`src/hw/video_regs_pkg.sv`:
```
package video_regs_pkg;
    // Register indices; the APB byte address is four times the index
    localparam logic [7:0]  IDX_GEN_VCTRL    = 8'h12;
    localparam logic [7:0]  IDX_STD_STATUS   = 8'h13;
    localparam logic [7:0]  IDX_NOISE        = 8'h14;
    localparam logic [7:0]  IDX_FIELD_CNT    = 8'h15;
    localparam logic [7:0]  IDX_BURST_AMPL   = 8'h31;
    localparam logic [7:0]  IDX_SCALER_MODE  = 8'h40;
    localparam logic [7:0]  IDX_LUMA_OFFSET  = 8'h41;
    localparam logic [7:0]  IDX_SYNC_AMPL    = 8'h74;
    localparam logic [7:0]  IDX_AUTO_LOCK    = 8'hb5;
    localparam logic [7:0]  IDX_LINES_FIELD  = 8'hcb;
    localparam logic [7:0]  IDX_FW_VERSION   = 8'hf0;
    localparam logic [7:0]  IDX_HW_VERSION   = 8'hf1;
    localparam logic [7:0]  IDX_XLOCK_CTRL   = 8'hf7;
    // Reset values
    localparam logic [11:0] RST_GEN_VCTRL    = 12'h000;
    localparam logic [11:0] RST_SCALER_MODE  = 12'h000;
    localparam logic [6:0]  RST_LUMA_OFFSET  = 7'h39;
    localparam logic [11:0] RST_AUTO_LOCK    = 12'h190;
    localparam logic [1:0]  RST_KILL_DIS     = 2'h0;
    // Lock command values and lock readback
    localparam logic [11:0] XLOCK_CMD_ON     = 12'h064;
    localparam logic [11:0] XLOCK_CMD_OFF    = 12'h000;
    localparam logic [11:0] XLOCK_RD_LOCKED  = 12'h800;
    // Lines per field
    localparam logic [11:0] LPF_50HZ         = 12'h138;
    localparam logic [11:0] LPF_60HZ         = 12'h106;
    // Field positions
    localparam int          GV_VFORCE_BIT    = 3;
    localparam int          GV_DFLY_BIT      = 9;
    localparam int          SM_UPDATE_BIT    = 11;
    localparam logic [11:0] SM_WRITE_MASK    = 12'h0db;
    localparam logic [11:0] ST_KILL_DIS_MASK = 12'h050;
    // Version contents (values arbitrary)
    localparam logic [7:0]  FW_INT_REV       = 8'h01;
    localparam logic [3:0]  FW_RELEASE       = 4'h1;
    localparam logic [5:0]  HW_INT_REV       = 6'h01;
    localparam logic [5:0]  HW_ID_CODE       = 6'h2a;

    // Status and measurements from the video core
    typedef struct packed {
        logic        vlock;         // Vertically locked
        logic        hlock;         // Horizontally locked
        logic        no_signal;     // No input signal
        logic        ampl_kill;     // Amplitude killer active
        logic        ident_kill;    // Ident killer active
        logic        interlace;     // Interlace detected
        logic        no_vsync;      // No vertical sync
        logic        spur_vsync;    // Spurious vertical sync
        logic        std_50hz;      // PAL/SECAM line count
        logic [11:0] noise;         // Noise level
        logic [11:0] sync_ampl;     // Sync amplitude
        logic [11:0] burst_ampl;    // Burst amplitude
    } core_status_t;

    // Active scaler setting
    typedef struct packed {
        logic [1:0]  scaling_mode_field;        // 0 panorama, 2 waterglass
        logic        colour_arrangement_select; // 0 4:2:2, 1 4:1:1
        logic        scaler_bypass_bit;         // Bypass scaler
        logic        luma_coding_select;        // 0 ITU-R, 1 composite
        logic        chroma_coding_select;      // 0 offset binary, 1 signed
        logic [6:0]  luma_offset_level;         // Luma offset
    } scaler_cfg_t;
endpackage : video_regs_pkg

```
`src/hw/video_lock_status_scaler_regs.sv`:
```
// Added by the designer: register access over APB.
`timescale 1ns/1ps
`default_nettype none
module video_lock_status_scaler_regs
    import video_regs_pkg::*;
(
    input  wire logic         CLOCK,          // 200 MHz clock
    input  wire logic         RST_N,          // Async reset, active low
    input  wire logic         PSEL,           // APB select
    input  wire logic         PENABLE,        // APB access phase
    input  wire logic         PWRITE,         // APB write
    input  wire logic [11:0]  PADDR,          // APB byte address
    input  wire logic [31:0]  PWDATA,         // APB write data
    output logic              PREADY,         // APB ready
    output logic              PSLVERR,        // APB error, unmapped
    output logic [31:0]       PRDATA,         // APB read data
    input  wire core_status_t CORE_STATUS,    // Video core status
    input  wire logic         FIELD_PULSE,    // One pulse per field
    input  wire logic         XTAL_LOCKED,    // Oscillator reports lock
    output logic              XTAL_LOCK_EN,   // Run line locking
    output logic              VERT_FORCE,     // Vertical standard force
    output logic              FLYWHEEL_DIS,   // Interlace flywheel off
    output logic              VERT_FREE_RUN,  // Vertical free-run
    output logic              AMPL_KILL_DIS,  // Amplitude killer off
    output logic              IDENT_KILL_DIS, // Ident killer off
    output scaler_cfg_t       SCALER_CFG,     // Active scaler setting
    output logic              SCALER_UPDATE   // Pulse on scaler load
);

    // Bus decode
    logic        addr_ok;        // Word aligned, in range
    logic [7:0]  idx;            // Register index
    logic        hit;            // Index is mapped
    logic        wr_en;          // Write in access phase
    logic        rd_setup;       // Read setup phase
    logic [11:0] rd_val;         // Selected read value
    logic [11:0] wdata;          // Low write bits

    // Software registers
    logic        lock_cmd_r;     // Software lock command
    logic [11:0] auto_th_r;      // Autolock threshold
    logic [11:0] gen_vctrl_r;    // General vertical control
    logic [1:0]  kill_dis_r;     // Killer disable bits
    logic [11:0] scaler_mode_r;  // Stored scaler mode
    logic        upd_done_r;     // Update done flag
    logic [6:0]  luma_off_r;     // Staged luma offset
    scaler_cfg_t cfg_r;          // Active scaler setting
    logic        upd_pulse_r;    // Update strobe

    // Device state
    logic [11:0] field_cnt_r;    // Field counter
    logic [31:0] prdata_r;       // Read data register
    logic        pslverr_r;      // Error for current access
    logic        auto_on;        // Autolock enabled
    logic [11:0] status_word;    // Assembled status
    logic [11:0] lpf_word;       // Lines per field

    // Address split; index is the byte address over four
    // Misaligned or out-of-range addresses never reach a register
    assign addr_ok  = (PADDR[1:0] == 2'h0) && (PADDR[11:10] == 2'h0);
    assign idx      = PADDR[9:2];
    assign wdata    = PWDATA[11:0];
    assign wr_en    = PSEL && PENABLE && PWRITE && addr_ok;
    assign rd_setup = PSEL && !PENABLE && !PWRITE;

    // Mapped index check
    // Unmapped places answer with an error and read as zero
    always_comb begin
        if (!addr_ok) begin
            hit = 1'b0;
        end else if (idx == IDX_GEN_VCTRL || idx == IDX_STD_STATUS) begin
            hit = 1'b1;
        end else if (idx == IDX_NOISE || idx == IDX_FIELD_CNT) begin
            hit = 1'b1;
        end else if (idx == IDX_BURST_AMPL || idx == IDX_SCALER_MODE) begin
            hit = 1'b1;
        end else if (idx == IDX_LUMA_OFFSET || idx == IDX_SYNC_AMPL) begin
            hit = 1'b1;
        end else if (idx == IDX_AUTO_LOCK || idx == IDX_LINES_FIELD) begin
            hit = 1'b1;
        end else if (idx == IDX_FW_VERSION || idx == IDX_HW_VERSION) begin
            hit = 1'b1;
        end else if (idx == IDX_XLOCK_CTRL) begin
            hit = 1'b1;
        end else begin
            hit = 1'b0;
        end
    end

    // Status assembly from live core flags and the stored killer disable bits
    always_comb begin
        status_word     = 12'h000;
        status_word[0]  = CORE_STATUS.vlock;
        status_word[1]  = CORE_STATUS.hlock;
        status_word[2]  = CORE_STATUS.no_signal;
        status_word[3]  = CORE_STATUS.ampl_kill;
        status_word[4]  = kill_dis_r[0];
        status_word[5]  = CORE_STATUS.ident_kill;
        status_word[6]  = kill_dis_r[1];
        status_word[7]  = CORE_STATUS.interlace;
        status_word[8]  = CORE_STATUS.no_vsync;
        status_word[9]  = CORE_STATUS.spur_vsync;
    end

    // Lines per field from detected standard
    assign lpf_word = CORE_STATUS.std_50hz ? LPF_50HZ : LPF_60HZ;

    // Read mux; pure selection, no read side effects
    // Index alone picks the value; hit gates it at capture
    always_comb begin
        if (idx == IDX_GEN_VCTRL) begin
            rd_val = gen_vctrl_r;
        end else if (idx == IDX_STD_STATUS) begin
            rd_val = status_word;
        end else if (idx == IDX_NOISE) begin
            rd_val = CORE_STATUS.noise;
        end else if (idx == IDX_FIELD_CNT) begin
            rd_val = field_cnt_r;
        end else if (idx == IDX_BURST_AMPL) begin
            rd_val = CORE_STATUS.burst_ampl;
        end else if (idx == IDX_SCALER_MODE) begin
            rd_val = {upd_done_r, scaler_mode_r[10:0]};
        end else if (idx == IDX_LUMA_OFFSET) begin
            rd_val = {5'h00, luma_off_r};
        end else if (idx == IDX_SYNC_AMPL) begin
            rd_val = CORE_STATUS.sync_ampl;
        end else if (idx == IDX_AUTO_LOCK) begin
            rd_val = auto_th_r;
        end else if (idx == IDX_LINES_FIELD) begin
            rd_val = lpf_word;
        end else if (idx == IDX_FW_VERSION) begin
            rd_val = {FW_RELEASE, FW_INT_REV};
        end else if (idx == IDX_HW_VERSION) begin
            rd_val = {HW_ID_CODE, HW_INT_REV};
        end else if (idx == IDX_XLOCK_CTRL) begin
            rd_val = XTAL_LOCKED ? XLOCK_RD_LOCKED : 12'h000;
        end else begin
            rd_val = 12'h000;
        end
    end

    // Read data captured in setup phase, held through access
    // Capturing early keeps PRDATA steady for the whole access
    // Write transfers leave the read register untouched
    always_ff @(posedge CLOCK or negedge RST_N) begin
        if (!RST_N) begin
            prdata_r <= 32'h0000_0000;
        end else if (rd_setup) begin
            prdata_r <= hit ? {20'h00000, rd_val} : 32'h0000_0000;
        end
    end

    // Error flag captured in setup phase
    // Covers writes too, so an unmapped write also reports
    always_ff @(posedge CLOCK or negedge RST_N) begin
        if (!RST_N) begin
            pslverr_r <= 1'b0;
        end else if (PSEL && !PENABLE) begin
            pslverr_r <= !hit;
        end
    end

    // Zero wait state slave
    // Every register answers in its first access cycle
    assign PREADY  = 1'b1;
    assign PSLVERR = PSEL && PENABLE && pslverr_r;
    assign PRDATA  = prdata_r;

    // Line-lock command; other values leave it unchanged
    // Readback shows oscillator status, not this command
    always_ff @(posedge CLOCK or negedge RST_N) begin
        if (!RST_N) begin
            lock_cmd_r <= 1'b0;
        end else if (wr_en && idx == IDX_XLOCK_CTRL) begin
            if (wdata == XLOCK_CMD_ON) begin
                lock_cmd_r <= 1'b1;
            end else if (wdata == XLOCK_CMD_OFF) begin
                lock_cmd_r <= 1'b0;
            end
        end
    end

    // Autolock threshold
    // All twelve bits kept; only zero has a special meaning
    always_ff @(posedge CLOCK or negedge RST_N) begin
        if (!RST_N) begin
            auto_th_r <= RST_AUTO_LOCK;
        end else if (wr_en && idx == IDX_AUTO_LOCK) begin
            auto_th_r <= wdata;
        end
    end

    // Zero threshold switches autolock off
    assign auto_on = (auto_th_r != 12'h000);

    // Locking runs on command or, with autolock, on a present signal
    // Autolock waits for a signal so a dead input does not hunt
    // Registered so the oscillator sees a clean enable
    always_ff @(posedge CLOCK or negedge RST_N) begin
        if (!RST_N) begin
            XTAL_LOCK_EN <= 1'b0;
        end else begin
            XTAL_LOCK_EN <= lock_cmd_r || (auto_on && !CORE_STATUS.no_signal);
        end
    end

    // General vertical control; reserved bits kept as written
    // Software may read it back and rewrite reserved bits as found
    always_ff @(posedge CLOCK or negedge RST_N) begin
        if (!RST_N) begin
            gen_vctrl_r <= RST_GEN_VCTRL;
        end else if (wr_en && idx == IDX_GEN_VCTRL) begin
            gen_vctrl_r <= wdata;
        end
    end

    // Vertical control outputs
    // Free run decoded here so the core gets one clean level
    always_ff @(posedge CLOCK or negedge RST_N) begin
        if (!RST_N) begin
            VERT_FORCE    <= 1'b0;
            FLYWHEEL_DIS  <= 1'b0;
            VERT_FREE_RUN <= 1'b0;
        end else begin
            VERT_FORCE    <= gen_vctrl_r[GV_VFORCE_BIT];
            FLYWHEEL_DIS  <= gen_vctrl_r[GV_DFLY_BIT];
            VERT_FREE_RUN <= gen_vctrl_r[GV_VFORCE_BIT] && !gen_vctrl_r[GV_DFLY_BIT];
        end
    end

    // Killer disable bits, the writable part of the status register
    // Live status bits ignore writes; only these two store
    always_ff @(posedge CLOCK or negedge RST_N) begin
        if (!RST_N) begin
            kill_dis_r <= RST_KILL_DIS;
        end else if (wr_en && idx == IDX_STD_STATUS) begin
            kill_dis_r <= {wdata[6], wdata[4]};
        end
    end

    // Killer disable outputs
    assign AMPL_KILL_DIS  = kill_dis_r[0];
    assign IDENT_KILL_DIS = kill_dis_r[1];

    // Field counter, wraps at twelve bits
    // Software takes differences, so the wrap is harmless
    always_ff @(posedge CLOCK or negedge RST_N) begin
        if (!RST_N) begin
            field_cnt_r <= 12'h000;
        end else if (FIELD_PULSE) begin
            field_cnt_r <= field_cnt_r + 12'h001;
        end
    end

    // Staged luma offset, not yet applied
    // Held here until the next scaler mode write moves it
    always_ff @(posedge CLOCK or negedge RST_N) begin
        if (!RST_N) begin
            luma_off_r <= RST_LUMA_OFFSET;
        end else if (wr_en && idx == IDX_LUMA_OFFSET) begin
            luma_off_r <= wdata[6:0];
        end
    end

    // Stored scaler mode; reserved bits forced to zero
    // Readback shows the last write, even one without update
    always_ff @(posedge CLOCK or negedge RST_N) begin
        if (!RST_N) begin
            scaler_mode_r <= RST_SCALER_MODE;
        end else if (wr_en && idx == IDX_SCALER_MODE) begin
            scaler_mode_r <= wdata & SM_WRITE_MASK;
        end
    end

    // Update flag: cleared by a write with bit 11 low, set next cycle
    // Accesses are two cycles apart, so set and clear never meet;
    // should they, the set is seen first and wins
    always_ff @(posedge CLOCK or negedge RST_N) begin
        if (!RST_N) begin
            upd_done_r <= 1'b0;
        end else if (upd_pulse_r) begin
            upd_done_r <= 1'b1;
        end else if (wr_en && idx == IDX_SCALER_MODE && !wdata[SM_UPDATE_BIT]) begin
            upd_done_r <= 1'b0;
        end
    end

    // Update strobe one cycle after an update command
    // Tells the scaler core to reload its setting
    always_ff @(posedge CLOCK or negedge RST_N) begin
        if (!RST_N) begin
            upd_pulse_r <= 1'b0;
        end else begin
            upd_pulse_r <= wr_en && idx == IDX_SCALER_MODE && !wdata[SM_UPDATE_BIT];
        end
    end

    // Active scaler setting; luma offset follows any scaler mode write
    // A write with bit 11 set still moves the offset
    always_ff @(posedge CLOCK or negedge RST_N) begin
        if (!RST_N) begin
            cfg_r <= '{scaling_mode_field: 2'h0, colour_arrangement_select: 1'b0,
                       scaler_bypass_bit: 1'b0, luma_coding_select: 1'b0,
                       chroma_coding_select: 1'b0, luma_offset_level: RST_LUMA_OFFSET};
        end else if (wr_en && idx == IDX_SCALER_MODE) begin
            cfg_r.luma_offset_level <= luma_off_r;
            if (!wdata[SM_UPDATE_BIT]) begin
                cfg_r.scaling_mode_field        <= wdata[1:0];
                cfg_r.colour_arrangement_select <= wdata[3];
                cfg_r.scaler_bypass_bit         <= wdata[4];
                cfg_r.luma_coding_select        <= wdata[6];
                cfg_r.chroma_coding_select      <= wdata[7];
            end
        end
    end

    // Scaler outputs
    // Both come straight from flip-flops
    assign SCALER_CFG    = cfg_r;
    assign SCALER_UPDATE = upd_pulse_r;

endmodule : video_lock_status_scaler_regs
`default_nettype wire

```
`config.mk`:
```
export PLATFORM = sky130hd
export DESIGN_NAME = video_lock_status_scaler_regs
export DESIGN_NICKNAME = d
export VERILOG_FILES = /design/src/hw/video_regs_pkg.sv /design/src/hw/video_lock_status_scaler_regs.sv
export SDC_FILE = /design/constraint.sdc
export NUM_CORES = 1
export LEC_CHECK = 0
export CORE_AREA = 2 2 93 95
export DETAILED_ROUTE_END_ITERATION = 8
export DIE_AREA = 0 0 95 97
export DONT_BUFFER_PORTS = 1
export HOLD_SLACK_MARGIN = 0.12
export PLACE_DENSITY = 0.73
export SLEW_MARGIN = 20
export SYNTH_ARGS = -nofsm -noshare
export SYNTH_HDL_FRONTEND = slang
export SYNTH_SLANG_ARGS = --single-unit
```
`constraint.sdc`:
```
create_clock -name CLOCK -period 5.11 [get_ports CLOCK]
set_clock_uncertainty 0.2 [all_clocks]
set_input_delay 0.511 -clock CLOCK [delete_from_list [all_inputs] [get_ports CLOCK]]
set_output_delay 0.511 -clock CLOCK [all_outputs]
set_load 0.03 [all_outputs]
```
* Word-level counts from Yosys, hierarchy flattened *
Cells that the tools add are included.
W data, S select, Z words.

word-level totals
  input port bits = 96
  output and inout bits = 54
  register bits = 104
  word-level logic and storage cells = 102

operators by class
  add/sub/neg operators = 1
  eq/ne operators = 14
  mux-type cells = 28
  reduce and logical (&&, ||, !) cells = 37
  bitwise logic cells = 1

operators by type and width
  kind                     count
  $mux W12                 15
  $eq A8 B8 Y1 const B     5
  $eq A8 B5 Y1 const B     4
  $eq A8 B7 Y1 const B     3
  $logic_and A1 B1 Y1      16
  $add A12 B1 Y12 const B  1
  $eq A12 B7 Y1 const B    1
  $logic_not A12 Y1        1
  $mux W1                  12
  $reduce_bool A12 Y1      1
  $eq A8 B6 Y1 const B     1
  $logic_or A1 B1 Y1       7
  $logic_not A1 Y1         6
  $mux W6                  1
  $logic_not A2 Y1         2
  $reduce_and A2 Y1        2
  $reduce_bool A2 Y1       2
  $not A1 Y1               1

* Depth between registers and ports, before layout *
Gate-level depths: netlist (run 1).

  word-level depth = 15
  mapped depth = 9
  mapped depth without buffers = 6

* Worst setup path before layout (run 1) *
Ideal clock, no wire load.

  path type = in2reg
  start point = input port PADDR[7]
  end point = register prdata_r[10] (netlist: PRDATA[10])
  arrival = 2.194 ns
  required time = 4.789 ns
  setup time = 0.121 ns
  stages = 8
  setup slack = 2.595 ns
  path buffers = 2
  cells stage by stage = buf_6 > or4b_4 > buf_6 > or4_1 > o21ai_0 > a21oi_1 > a21oi_1 > o21ai_1

on the way
  word-level cells in the longest chain between the ends = 15
  elaborated cells on any way between the ends = 41
  those cells by class = eq/ne: 13; mux: 22; reduce/logical: 6

RTL lines
  element               RTL line                                                                   source
  start, declared       video_lock_status_scaler_regs.sv:12                                        input wire logic [11:0] PADDR,
  $eq A8 B8 Y1          video_lock_status_scaler_regs.sv:83, video_lock_status_scaler_regs.sv:135
  $mux W12              video_lock_status_scaler_regs.sv:135                                       end else if (idx == IDX_XLOCK_CTRL) begin
  $mux W12              video_lock_status_scaler_regs.sv:133                                       end else if (idx == IDX_HW_VERSION) begin
  $mux W12              video_lock_status_scaler_regs.sv:131                                       end else if (idx == IDX_FW_VERSION) begin
  $mux W12              video_lock_status_scaler_regs.sv:129                                       end else if (idx == IDX_LINES_FIELD) begin
  $mux W12              video_lock_status_scaler_regs.sv:127                                       end else if (idx == IDX_AUTO_LOCK) begin
  $mux W12              video_lock_status_scaler_regs.sv:125                                       end else if (idx == IDX_SYNC_AMPL) begin
  $mux W12              video_lock_status_scaler_regs.sv:123                                       end else if (idx == IDX_LUMA_OFFSET) begin
  $mux W12              video_lock_status_scaler_regs.sv:121                                       end else if (idx == IDX_SCALER_MODE) begin
  $mux W12              video_lock_status_scaler_regs.sv:119                                       end else if (idx == IDX_BURST_AMPL) begin
  $mux W12              video_lock_status_scaler_regs.sv:117                                       end else if (idx == IDX_FIELD_CNT) begin
  $mux W12              video_lock_status_scaler_regs.sv:115                                       end else if (idx == IDX_NOISE) begin
  $mux W12              video_lock_status_scaler_regs.sv:113                                       end else if (idx == IDX_STD_STATUS) begin
  $mux W12              video_lock_status_scaler_regs.sv:111                                       if (idx == IDX_GEN_VCTRL) begin
  $mux W12 (*)          video_lock_status_scaler_regs.sv:149                                       prdata_r <= hit ? {20'h00000, rd_val} : 32'h0000_0000;
  end signal, assigned  video_lock_status_scaler_regs.sv:149
  end, declared         video_lock_status_scaler_regs.sv:52                                        logic [31:0] prdata_r;

Every way passes the cells marked *; elsewhere a longest branch is shown, timed or not.
A chain may end at the register's enable or synchronous reset.

* Worst setup path in the final report (run 1) *
  start point = input port PADDR[4]
  end point = register cfg_r (netlist bit SCALER_CFG[9])

on the way
  word-level cells in the longest chain between the ends = 3

RTL lines
  element                             RTL line                              source
  $eq A8 B7 Y1                        video_lock_status_scaler_regs.sv:305  end else if (wr_en && idx == IDX_SCALER_MODE) begin
  $logic_and A1 B1 Y1                 video_lock_status_scaler_regs.sv:305
  $reduce_and A2 Y1 (no source line)  -
  end signal, assigned                video_lock_status_scaler_regs.sv:302  cfg_r <= '{scaling_mode_field: 2'h0, colour_arrangement_select: 1'b0,
  end, declared                       video_lock_status_scaler_regs.sv:47   scaler_cfg_t cfg_r;

Every way passes these cells.

==> results of run 1 <==
flip-flops by register name, summed over array words and instances, names as in the netlist:
register and count:
SCALER_CFG 13, VERT_FORCE 1, SCALER_UPDATE 1, XTAL_LOCK_EN 1, field_cnt_r 12, auto_th_r 12
pslverr_r 1, lock_cmd_r 1, VERT_FREE_RUN 1, luma_off_r 7, FLYWHEEL_DIS 1, upd_done_r 1
kill_dis_r 2, PRDATA 12, scaler_mode_r 6, gen_vctrl_r 12
cell usage after synthesis, types with 6 or more instances:
| cell type | instances |
|---|---|
| a21oi_1 | 15 |
| a22oi_1 | 8 |
| buf_2 | 10 |
| buf_4 | 21 |
| clkbuf_1 | 7 |
| dfrtp_1 | 73 |
| dfstp_2 | 11 |
| inv_1 | 6 |
| mux2_2 | 58 |
| nand2_1 | 37 |
| nand2b_1 | 6 |
| nand3_1 | 6 |
| nor2_1 | 14 |
| nor3_1 | 15 |
| o21ai_0 | 9 |
| xnor2_1 | 9 |
power by group through the flow:
stage	combinational [W]	clock, W	sequential [W]
after CTS	0.000140	0.000526	0.000725
after global routing	0.000154	0.000552	0.000730
after floorplan	0.000116	0	0.000730
after detailed placement	0.000108	0	0.000738
after global placement	0.000105	0	0.000736
final	0.000141	0.000522	0.000727
placed cells by master (no fill, tap or decap), types with 5 or more instances in the layout:
cell,instances
clkbuf_8,9
xnor2_1,9
conb_1,21
a211oi_1,5
dfstp_2,11
dfrtp_1,73
nor4_1,5
a22oi_1,8
dlygate4sd3_1,14
nand3_1,6
inv_1,6
nand2_1,37
o211ai_1,5
nor3_1,15
nand4_1,5
a21oi_1,15
nor2_1,14
a31oi_1,5
nand2b_1,6
o21ai_0,9
mux2_2,58
a221oi_1,5
o21ai_1,5
layout make-up:
cell class	instances	area [um2]	area share [%]
diodes	1	2.502	0.04989
clock buffers	9	123.9	2.469
clock inverters	7	95.09	1.896
inverters	6	22.52	0.4490
multi-input cells	323	2350	46.84
flip-flops and latches	84	2116	42.18
well taps	105	131.4	2.619
repair buffers	16	175.2	3.492
metal layers:
metal  vias to the layer above  routed length, um  global-route usage [%]
li1                       1600                  -                       -
met1                      1808               5744                   44.42
met2                       223               6440                   47.35
met3                        42               1346                   6.542
met4                         0                565                   11.82
met5                         -                  0                       0
stage by stage:
stage | cell area (um2) | total power, W | util, %
after global routing | 5014 | 0.001436 | 61.64
after detailed placement | 4627 | 0.0008466 | 56.88
after CTS | 5014 | 0.001391 | 61.64
after global placement | 4627 | 0.0008408 | 56.88
after floorplan | 4763 | 0.0008459 | -
final | 5016 | 0.001390 | 61.67
how the worst max path moves through the flow:
stage	startpoint	end	cells past startpoint
floorplan	PADDR[7]	PRDATA[10]$_DFFE_PN0P_	8
global placement	PADDR[4]	SCALER_CFG[11]$_DFFE_PN0P_	5
detailed placement	PADDR[4]	SCALER_CFG[10]$_DFFE_PN0P_	5
CTS	PADDR[4]	SCALER_CFG[10]$_DFFE_PN0P_	5
global route	PADDR[7]	gen_vctrl_r[2]$_DFFE_PN0P_	5
finish	PADDR[4]	SCALER_CFG[9]$_DFFE_PN0P_	5
cells by family (layout without fill, tap and decap cells):
family | after synthesis | after routing | share of synthesized area [%]
and+or+nand+nor | 138 | 138 | 17.49
AOI/OAI and AO/OA | 89 | 89 | 13.65
DFF | 84 | 84 | 45.09
muxes | 61 | 61 | 14.56
buffers and inverters | 49 | 38 | 6.347
xor gates and xnor gates | 13 | 13 | 2.427
other | 2 | 22 | 0.1601
adders and majority gates | 1 | 1 | 0.2666
timing repair:
item                                   4_1_cts  5_1_grt
gates resized for setup                      0        0
hold buffers                                15        0
endpoints found under the hold margin      134        0
==> impl_metrics.toml, run 1 <==
[global_routing]
antenna_found_initial = 0
grt_pass1_vias = 3654
gr-total-overflow = 0
grt_max_degree = 85
grtUsageTotal_pct = 31.36
grt_pass1_wl_mm = 21.38

[sta]
hold_slack_ps = 130.1
tns_ps = 0
fmax_mhz = 370.0
period_share_pct = 52.89
finalCriticalPeriod_ps = 2703
setup_slack_ps = 2407
rsz0062_at_grt = "false"
final_max_slew_viol_count = 0
tightestPinTransition_ps = 833.8
hold_violations = 0
relSlewSlack_pct = 43.63
setup_viol = 0

[drt]
drt-pass1-iter-count = 5
wl_mm = 14.10
drc = 0
ant_nets = 0
vias_per_cell = 6.666
wl_per_cell_um = 25.58
drtIter0Drc = 372
vias = 3673

[setup_path]
cp_cell_sequence = "or4_1, nor2_2, nand2_1, nor2_2, mux2_2"
r2r_end = "PRDATA[11]$_DFFE_PN0P_"
rr_worst_depth = 6
slowest_stage = "or4_1"
cp_top_family = "simple AND/OR/NAND/NOR gates"
crit_fanout = 15
critPathArrivalTime_ps = 2770
critPathRequiredTime_ps = 5170
cp-start-kind = "primary input"
cpMostUsedCell = "nor2_2"
crit_buf_inv = 0
reg2reg_setup_slack_ps = 3050
critPathKind = "primary input to register"
regToRegStartpoint = "auto_th_r[11]$_DFFE_PN0P_"
critPathCaptureType = "register"
cpPeakStageDelay_ps = 620

[floorplanning]
die_x_um = 95
core-area_um2 = 8134
initial_core_util_pct = 57.68
die_area_um2 = 9215
die_y_um = 97
rows = 33
ios = 150

[clock_tree]
cts_tree = "built"
clk_pin_slew_worst_paths_ps = 100
cts_buffer_depth = 2
clock-root-buffer = "clkbuf_8"
numCtsBuffers = 9
postCtsSetupBuffers = 0
clock_sinks = 84
clkLatencyLatePin_ps = 370
htree_levels = 3

[yosys]
synth_edf_count = 0
synthCells = 437
synthFlopType = "dfrtp_1"
synth_top_area_share_pct = 38.93
ys_warn_count = 0
ys_ff_latch = 84
seq_area_frac_synth_pct = 45.09
syn_area_um2 = 4692
synthArstFlopShare_pct = 100.0
synthTopCellsByArea = "dfrtp_1, mux2_2, dfstp_2, buf_4, nand2_1"
synth.avg_cell_area_um2 = 10.74
synthDistinctLibCells = 73
synth_top_area_cell = "dfrtp_1"

[power]
p_comb_share_pct = 10.1
p_int_w = 0.0009866
vdd_drop_max_mv = 0.1911
power_frac_seq_pct = 52.3
total_leakage_power_nw = 2.131
power.density_nw_per_um2 = 277.0
p_clk_share_pct = 37.5
p_sw_w = 0.0004030
swShare_pct = 29.00

[placement]
dp_hpwl_mm = 10.28
dp.cells = 519
place_ws_ps = 2053
portBuffers = 0
routabilityCongestion = 0.9495

[job]
cap_violations = 0

[worst_hold_path]
hold_path.class = "primary input to register"
whs_path_depth = 2
min_to = "lock_cmd_r$_DFFE_PN0P_"
hp-start = "PWDATA[5]"

[run_status]
outcome = "complete, no violations"

[cells_and_area]
layout-drive-gt1-share_pct = 24.27
area_growth_pct = 6.907
fillers = 697
stdcell_count = 551
fin_nets = 537
No activity file was read; power rests on OpenSTA's default activity.
==> run 2, diff against run 1 <==
==> constraint.sdc (replaced) <==
create_clock -name CLOCK -period 2.85 [get_ports CLOCK]
set_clock_uncertainty 0.2 [all_clocks]
set_input_delay 0.285 -clock CLOCK [delete_from_list [all_inputs] [get_ports CLOCK]]
set_output_delay 0.285 -clock CLOCK [all_outputs]
set_load 0.03 [all_outputs]
==> run 2 against run 1 <==
- via count up 3.2%
- register-to-register slack lost 2700 ps
- cell count rose by 5.3%
- global-route usage up 1.1 points
- worst hold slack worse by 10 ps
- count of clock-buffer cells in the layout did not move
- clock power increased by 64%
- power rose by 75%
- non-clock buffer count rose by 29
- largest cell class unchanged
==> impl_metrics.toml, run 2 (synthesis results as in run 1) <==
[sta]
relSlewSlack_pct = 58.60
hold_violations = 0
final_max_slew_viol_count = 0
finalCriticalPeriod_ps = 2665
period_share_pct = 93.50
rsz0062_at_grt = "false"
setup_viol = 0
tns_ps = 0
fmax_mhz = 375.3
setup_slack_ps = 185.4
tightestPinTransition_ps = 619.4

[cells_and_area]
area_growth_pct = 12.11
layout_common_cells = "dfrtp_1, mux2_2, nand2_1"
seq_area_um2 = 2116
fin_nets = 566
largest_reg_flops = 13
multi_input_area_um2 = 2350
layout-drive-gt1-share_pct = 25.32
fillers = 652
layout_commonest_cell = "dfrtp_1"

[floorplanning]
ios = 150
die_x_um = 95
die_area_um2 = 9215
die_y_um = 97
core-area_um2 = 8134
rows = 33
initial_core_util_pct = 57.68

[setup_path]
cp_top_family = "simple AND/OR/NAND/NOR gates"
cpMostUsedCell = "a21oi_1"
slowest_stage = "or4_1"
cp_cell_sequence = "or4b_4, or4_1, o21ai_0, a21oi_1, dlygate4sd3_1, a21oi_1, o21ai_1"
cpPeakStageDelay_ps = 680
critPathKind = "primary input to register"
crit_fanout = 9
crit_buf_inv = 1
critPathArrivalTime_ps = 2720
critPathRequiredTime_ps = 2900
cp-start-kind = "primary input"
critPathCaptureType = "register"

[clock_tree]
clock-root-buffer = "clkbuf_8"
clock_sinks = 84
cts_buffer_depth = 2
numCtsBuffers = 9
clk_pin_slew_worst_paths_ps = 110
htree_levels = 3
clkLatencyLatePin_ps = 370
cts_tree = "built"

[global_routing]
grt_max_degree = 85
grt_pass1_vias = 3753
grtUsageTotal_pct = 32.50
gr-total-overflow = 0
antenna_found_initial = 1
grt_pass1_wl_mm = 22.17

[power]
power.density_nw_per_um2 = 461.9
vdd_drop_max_mv = 0.3610
total_leakage_power_nw = 2.264

[drt]
drc = 0
vias = 3792
vias_per_cell = 6.538
drt-pass1-iter-count = 5
drtIter0Drc = 407
wl_per_cell_um = 24.69
ant_nets = 0
wl_mm = 14.32

[placement]
portBuffers = 0
place_ws_ps = 368.2
dp_hpwl_mm = 10.24
routabilityCongestion = 0.9674

[run_status]
outcome = "complete, no violations"

[job]
cap_violations = 0

[worst_hold_path]
hold_path.class = "primary input to register"
-- run 2: cell count changes in the layout (fill, tap and decap cells not counted) --
cell,delta
clkinv_8,+1
buf_4,+12
bufinv_16,-1
dlygate4sd3_1,+17
clkinv_4,+2
inv_6,+2
clkinvlp_4,-2
inv_8,-2
-- run 2: worst paths after layout --
check                                      startpoint                           to  cells after the start  slack [ps]
max reg2reg                 auto_th_r[11]$_DFFE_PN0P_       PRDATA[11]$_DFFE_PN0P_                      7         350
min reg2reg                gen_vctrl_r[9]$_DFFE_PN0P_       FLYWHEEL_DIS$_DFF_PN0_                      0         220
min in group asynchronous                       RST_N  field_cnt_r[11]$_DFFE_PN0P_                      2         300
min                                   CORE_STATUS[41]        PRDATA[3]$_DFFE_PN0P_                      4         120
max                                          PADDR[7]       PRDATA[10]$_DFFE_PN0P_                      7         190
max in group asynchronous                       RST_N     auto_th_r[7]$_DFFE_PN1P_                      2        1800
-- run 2: layer usage --
metal  part of all wire [%]  wire length (um)  vias to the layer above  track usage [%]
li1                       -                 -                     1659                -
met1                     42              6036                     1865            47.36
met2                     45              6447                      220            47.19
met3                    9.5              1361                       48            8.255
met4                    3.3               476                        0            11.26
met5                      0                 0                        -                0
-- run 2: cell type report --
type	count	area share (%)
Clock inverter	7	1.499
Tap cell	105	2.498
Inverter	6	0.4282
Sequential cell	84	40.22
Clock buffer	9	2.355
Timing Repair Buffer	45	8.278
Multi-Input combinational cell	323	44.67
Antenna cell	1	0.04757
-- run 2: what timing repair did --
item,4_1_cts,5_1_grt
hold endpoints to repair,152,0
setup buffers,0,0
hold buffers,32,0
gates resized for setup,0,0
-- run 2: report_power, final --
part           leakage, nW  internal (W)  switching (W)
Combinational         1.05      0.000112       0.000160
Clock                0.102      0.000347       0.000510
Sequential            1.12       0.00124      0.0000587
-- run 2: metrics by stage --
step | power [W] | hold WS, ps | instances | instance area [um2] | utilization [%]
floorplan | 0.001517 | -210.6 | 456 | 4763 | -
global route | 0.002537 | 136.7 | 580 | 5260 | 64.67
global placement | 0.001511 | -208.5 | 531 | 4717 | 57.99
finish | 0.002429 | 120.0 | 580 | 5260 | 64.67
detailed placement | 0.001518 | -208.8 | 531 | 4717 | 57.99
CTS | 0.002435 | 123.0 | 579 | 5258 | 64.64
-- run 2: worst reg2reg max path, stage by stage, from the launching register on --
cell and delay, ps:
dfrtp_1 410, or3b_2 470, a211oi_1 250, o221ai_1 140
a31oi_1 210, dlygate4sd3_1 590, a21oi_1 50, o21ai_1 120
==> run 3, diff against run 2 <==
--- a/config.mk
+++ b/config.mk
@@ -11,7 +11,8 @@
 export DONT_BUFFER_PORTS = 1
 export HOLD_SLACK_MARGIN = 0.12
 export PLACE_DENSITY = 0.73
-export SLEW_MARGIN = 20
+export SETUP_SLACK_MARGIN = 0.2
+export SLEW_MARGIN = 10
 export SYNTH_ARGS = -nofsm -noshare
 export SYNTH_HDL_FRONTEND = slang
 export SYNTH_SLANG_ARGS = --single-unit
==> run 3 against run 2 <==
- power about the same
- non-clock buffer count unchanged
- cell count unchanged
- register-to-register slack worse by 20 ps
- count of clock-buffer cells in the layout unchanged
- worst hold slack worse by 1.1 ps
==> impl_metrics.toml, run 3 (synthesis results as in run 1) <==
[cells_and_area]
seq_area_um2 = 2116
largest_reg_flops = 13
layout_common_cells = "dfrtp_1, mux2_2, nand2_1"
final_util_pct = 64.79
layout_commonest_cell = "dfrtp_1"
area_growth_pct = 12.32
fillers = 650
layout-drive-gt1-share_pct = 25.53
fin_nets = 566
multi_input_area_um2 = 2360

[setup_path]
regToRegStartpoint = "auto_th_r[11]$_DFFE_PN0P_"
cp-start-kind = "primary input"
critPathCaptureType = "register"
rr_worst_depth = 7
setup.worst_path.end = "PRDATA[11]$_DFFE_PN0P_"
critPathKind = "primary input to register"
critPathRequiredTime_ps = 2960
crit_path_start = "PADDR[7]"
critPathArrivalTime_ps = 2680
r2r_end = "PRDATA[11]$_DFFE_PN0P_"
reg2reg_setup_slack_ps = 330
crit_fanout = 9

[floorplanning]
core-area_um2 = 8134
die_x_um = 95
die_area_um2 = 9215
die_y_um = 97
initial_core_util_pct = 57.68
ios = 150
rows = 33

[placement]
portBuffers = 0
routabilityCongestion = 0.9674
dp_hpwl_mm = 10.24

[power]
total_leakage_power_nw = 2.275
vdd_drop_max_mv = 0.3599
p_total_w = 0.002430
power.density_nw_per_um2 = 461.0

[drt]
vias_per_cell = 6.583
wl_per_cell_um = 24.85
vias = 3818
ant_nets = 0
drt-pass1-iter-count = 5
wl_mm = 14.42
drc = 0
drtIter0Drc = 332

[global_routing]
gr-total-overflow = 0
grt_pass1_vias = 3753
grt_max_degree = 85
grt_pass1_wl_mm = 22.17
grtUsageTotal_pct = 32.50
antenna_found_initial = 1

[sta]
period_share_pct = 90.16
tns_ps = 0
hold_slack_ps = 118.9
tightestPinTransition_ps = 653.3
final_max_slew_viol_count = 0
fmax_mhz = 389.2
hold_violations = 0
setup_viol = 0
relSlewSlack_pct = 56.34
finalCriticalPeriod_ps = 2569
rsz0062_at_grt = "false"

[clock_tree]
clk_pin_slew_worst_paths_ps = 110
htree_levels = 3
clock_sinks = 84
clkLatencyLatePin_ps = 370
cts_tree = "built"
postCtsSetupBuffers = 0
numCtsBuffers = 9
clock-root-buffer = "clkbuf_8"
cts_buffer_depth = 2

[run_status]
outcome = "complete, no violations"

[job]
cap_violations = 0

[worst_hold_path]
hp-start = "CORE_STATUS[41]"
hold_path.class = "primary input to register"
run 3: worst max-delay path, cell delays in order:
cell	delay, ps
or4b_4	620
nor4_4	570
a221oi_1	180
a31oi_1	250
dlygate4sd3_1	590
a21oi_1	50
o21ai_1	130
run 3: final cells by class:
class,instances,area share [%]
Antenna cell,1,0.04748
Sequential cell,84,40.15
Multi-Input combinational cell,323,44.78
Clock inverter,7,1.496
Inverter,6,0.4274
Tap cell,105,2.493
Clock buffer,9,2.350
Timing Repair Buffer,45,8.262
run 3: power by group:
group / leakage (nW) / switching (W) / internal [W]
logic: 1.06 / 0.000162 / 0.000112
registers: 1.12 / 0.0000589 / 0.00124
clock network: 0.102 / 0.000508 / 0.000347
total: 2.27 / 0.000729 / 0.00170
run 3: how the worst min path moves through the flow:
stage | slack, ps | end | cells after the start
detailed placement | -210 | field_cnt_r[8]$_DFFE_PN0P_ | 0
finish | 120 | PRDATA[3]$_DFFE_PN0P_ | 4
global placement | -210 | field_cnt_r[5]$_DFFE_PN0P_ | 0
global route | 140 | PRDATA[3]$_DFFE_PN0P_ | 4
CTS | 120 | PRDATA[4]$_DFFE_PN0P_ | 3
floorplan | -210 | FLYWHEEL_DIS$_DFF_PN0_ | 0
run 3: what timing repair did:
item                                   CTS  global route
setup endpoints to repair                0             2
hold buffers                            32             0
endpoints found under the hold margin  152             0
gates resized for setup                  0             2
run 3: layer usage:
layer	GRT usage (%)	vias to the layer above	share of wire, %
met5	0	-	0
met4	11.26	0	3.4
met3	8.255	47	9.7
met2	47.19	228	45
met1	47.36	1884	42
li1	-	1659	-
run 3: metrics by stage:
| stage | instances | worst slack (ps) | area [um2] |
|---|---|---|---|
| 2_1_floorplan | 456 | 560.9 | 4763 |
| 3_3_place_gp | 531 | 393.9 | 4717 |
| 3_5_place_dp | 531 | 368.2 | 4717 |
| 4_1_cts | 579 | 316.6 | 5258 |
| 5_1_grt | 580 | 214.4 | 5270 |
| 6_report | 580 | 280.5 | 5270 |
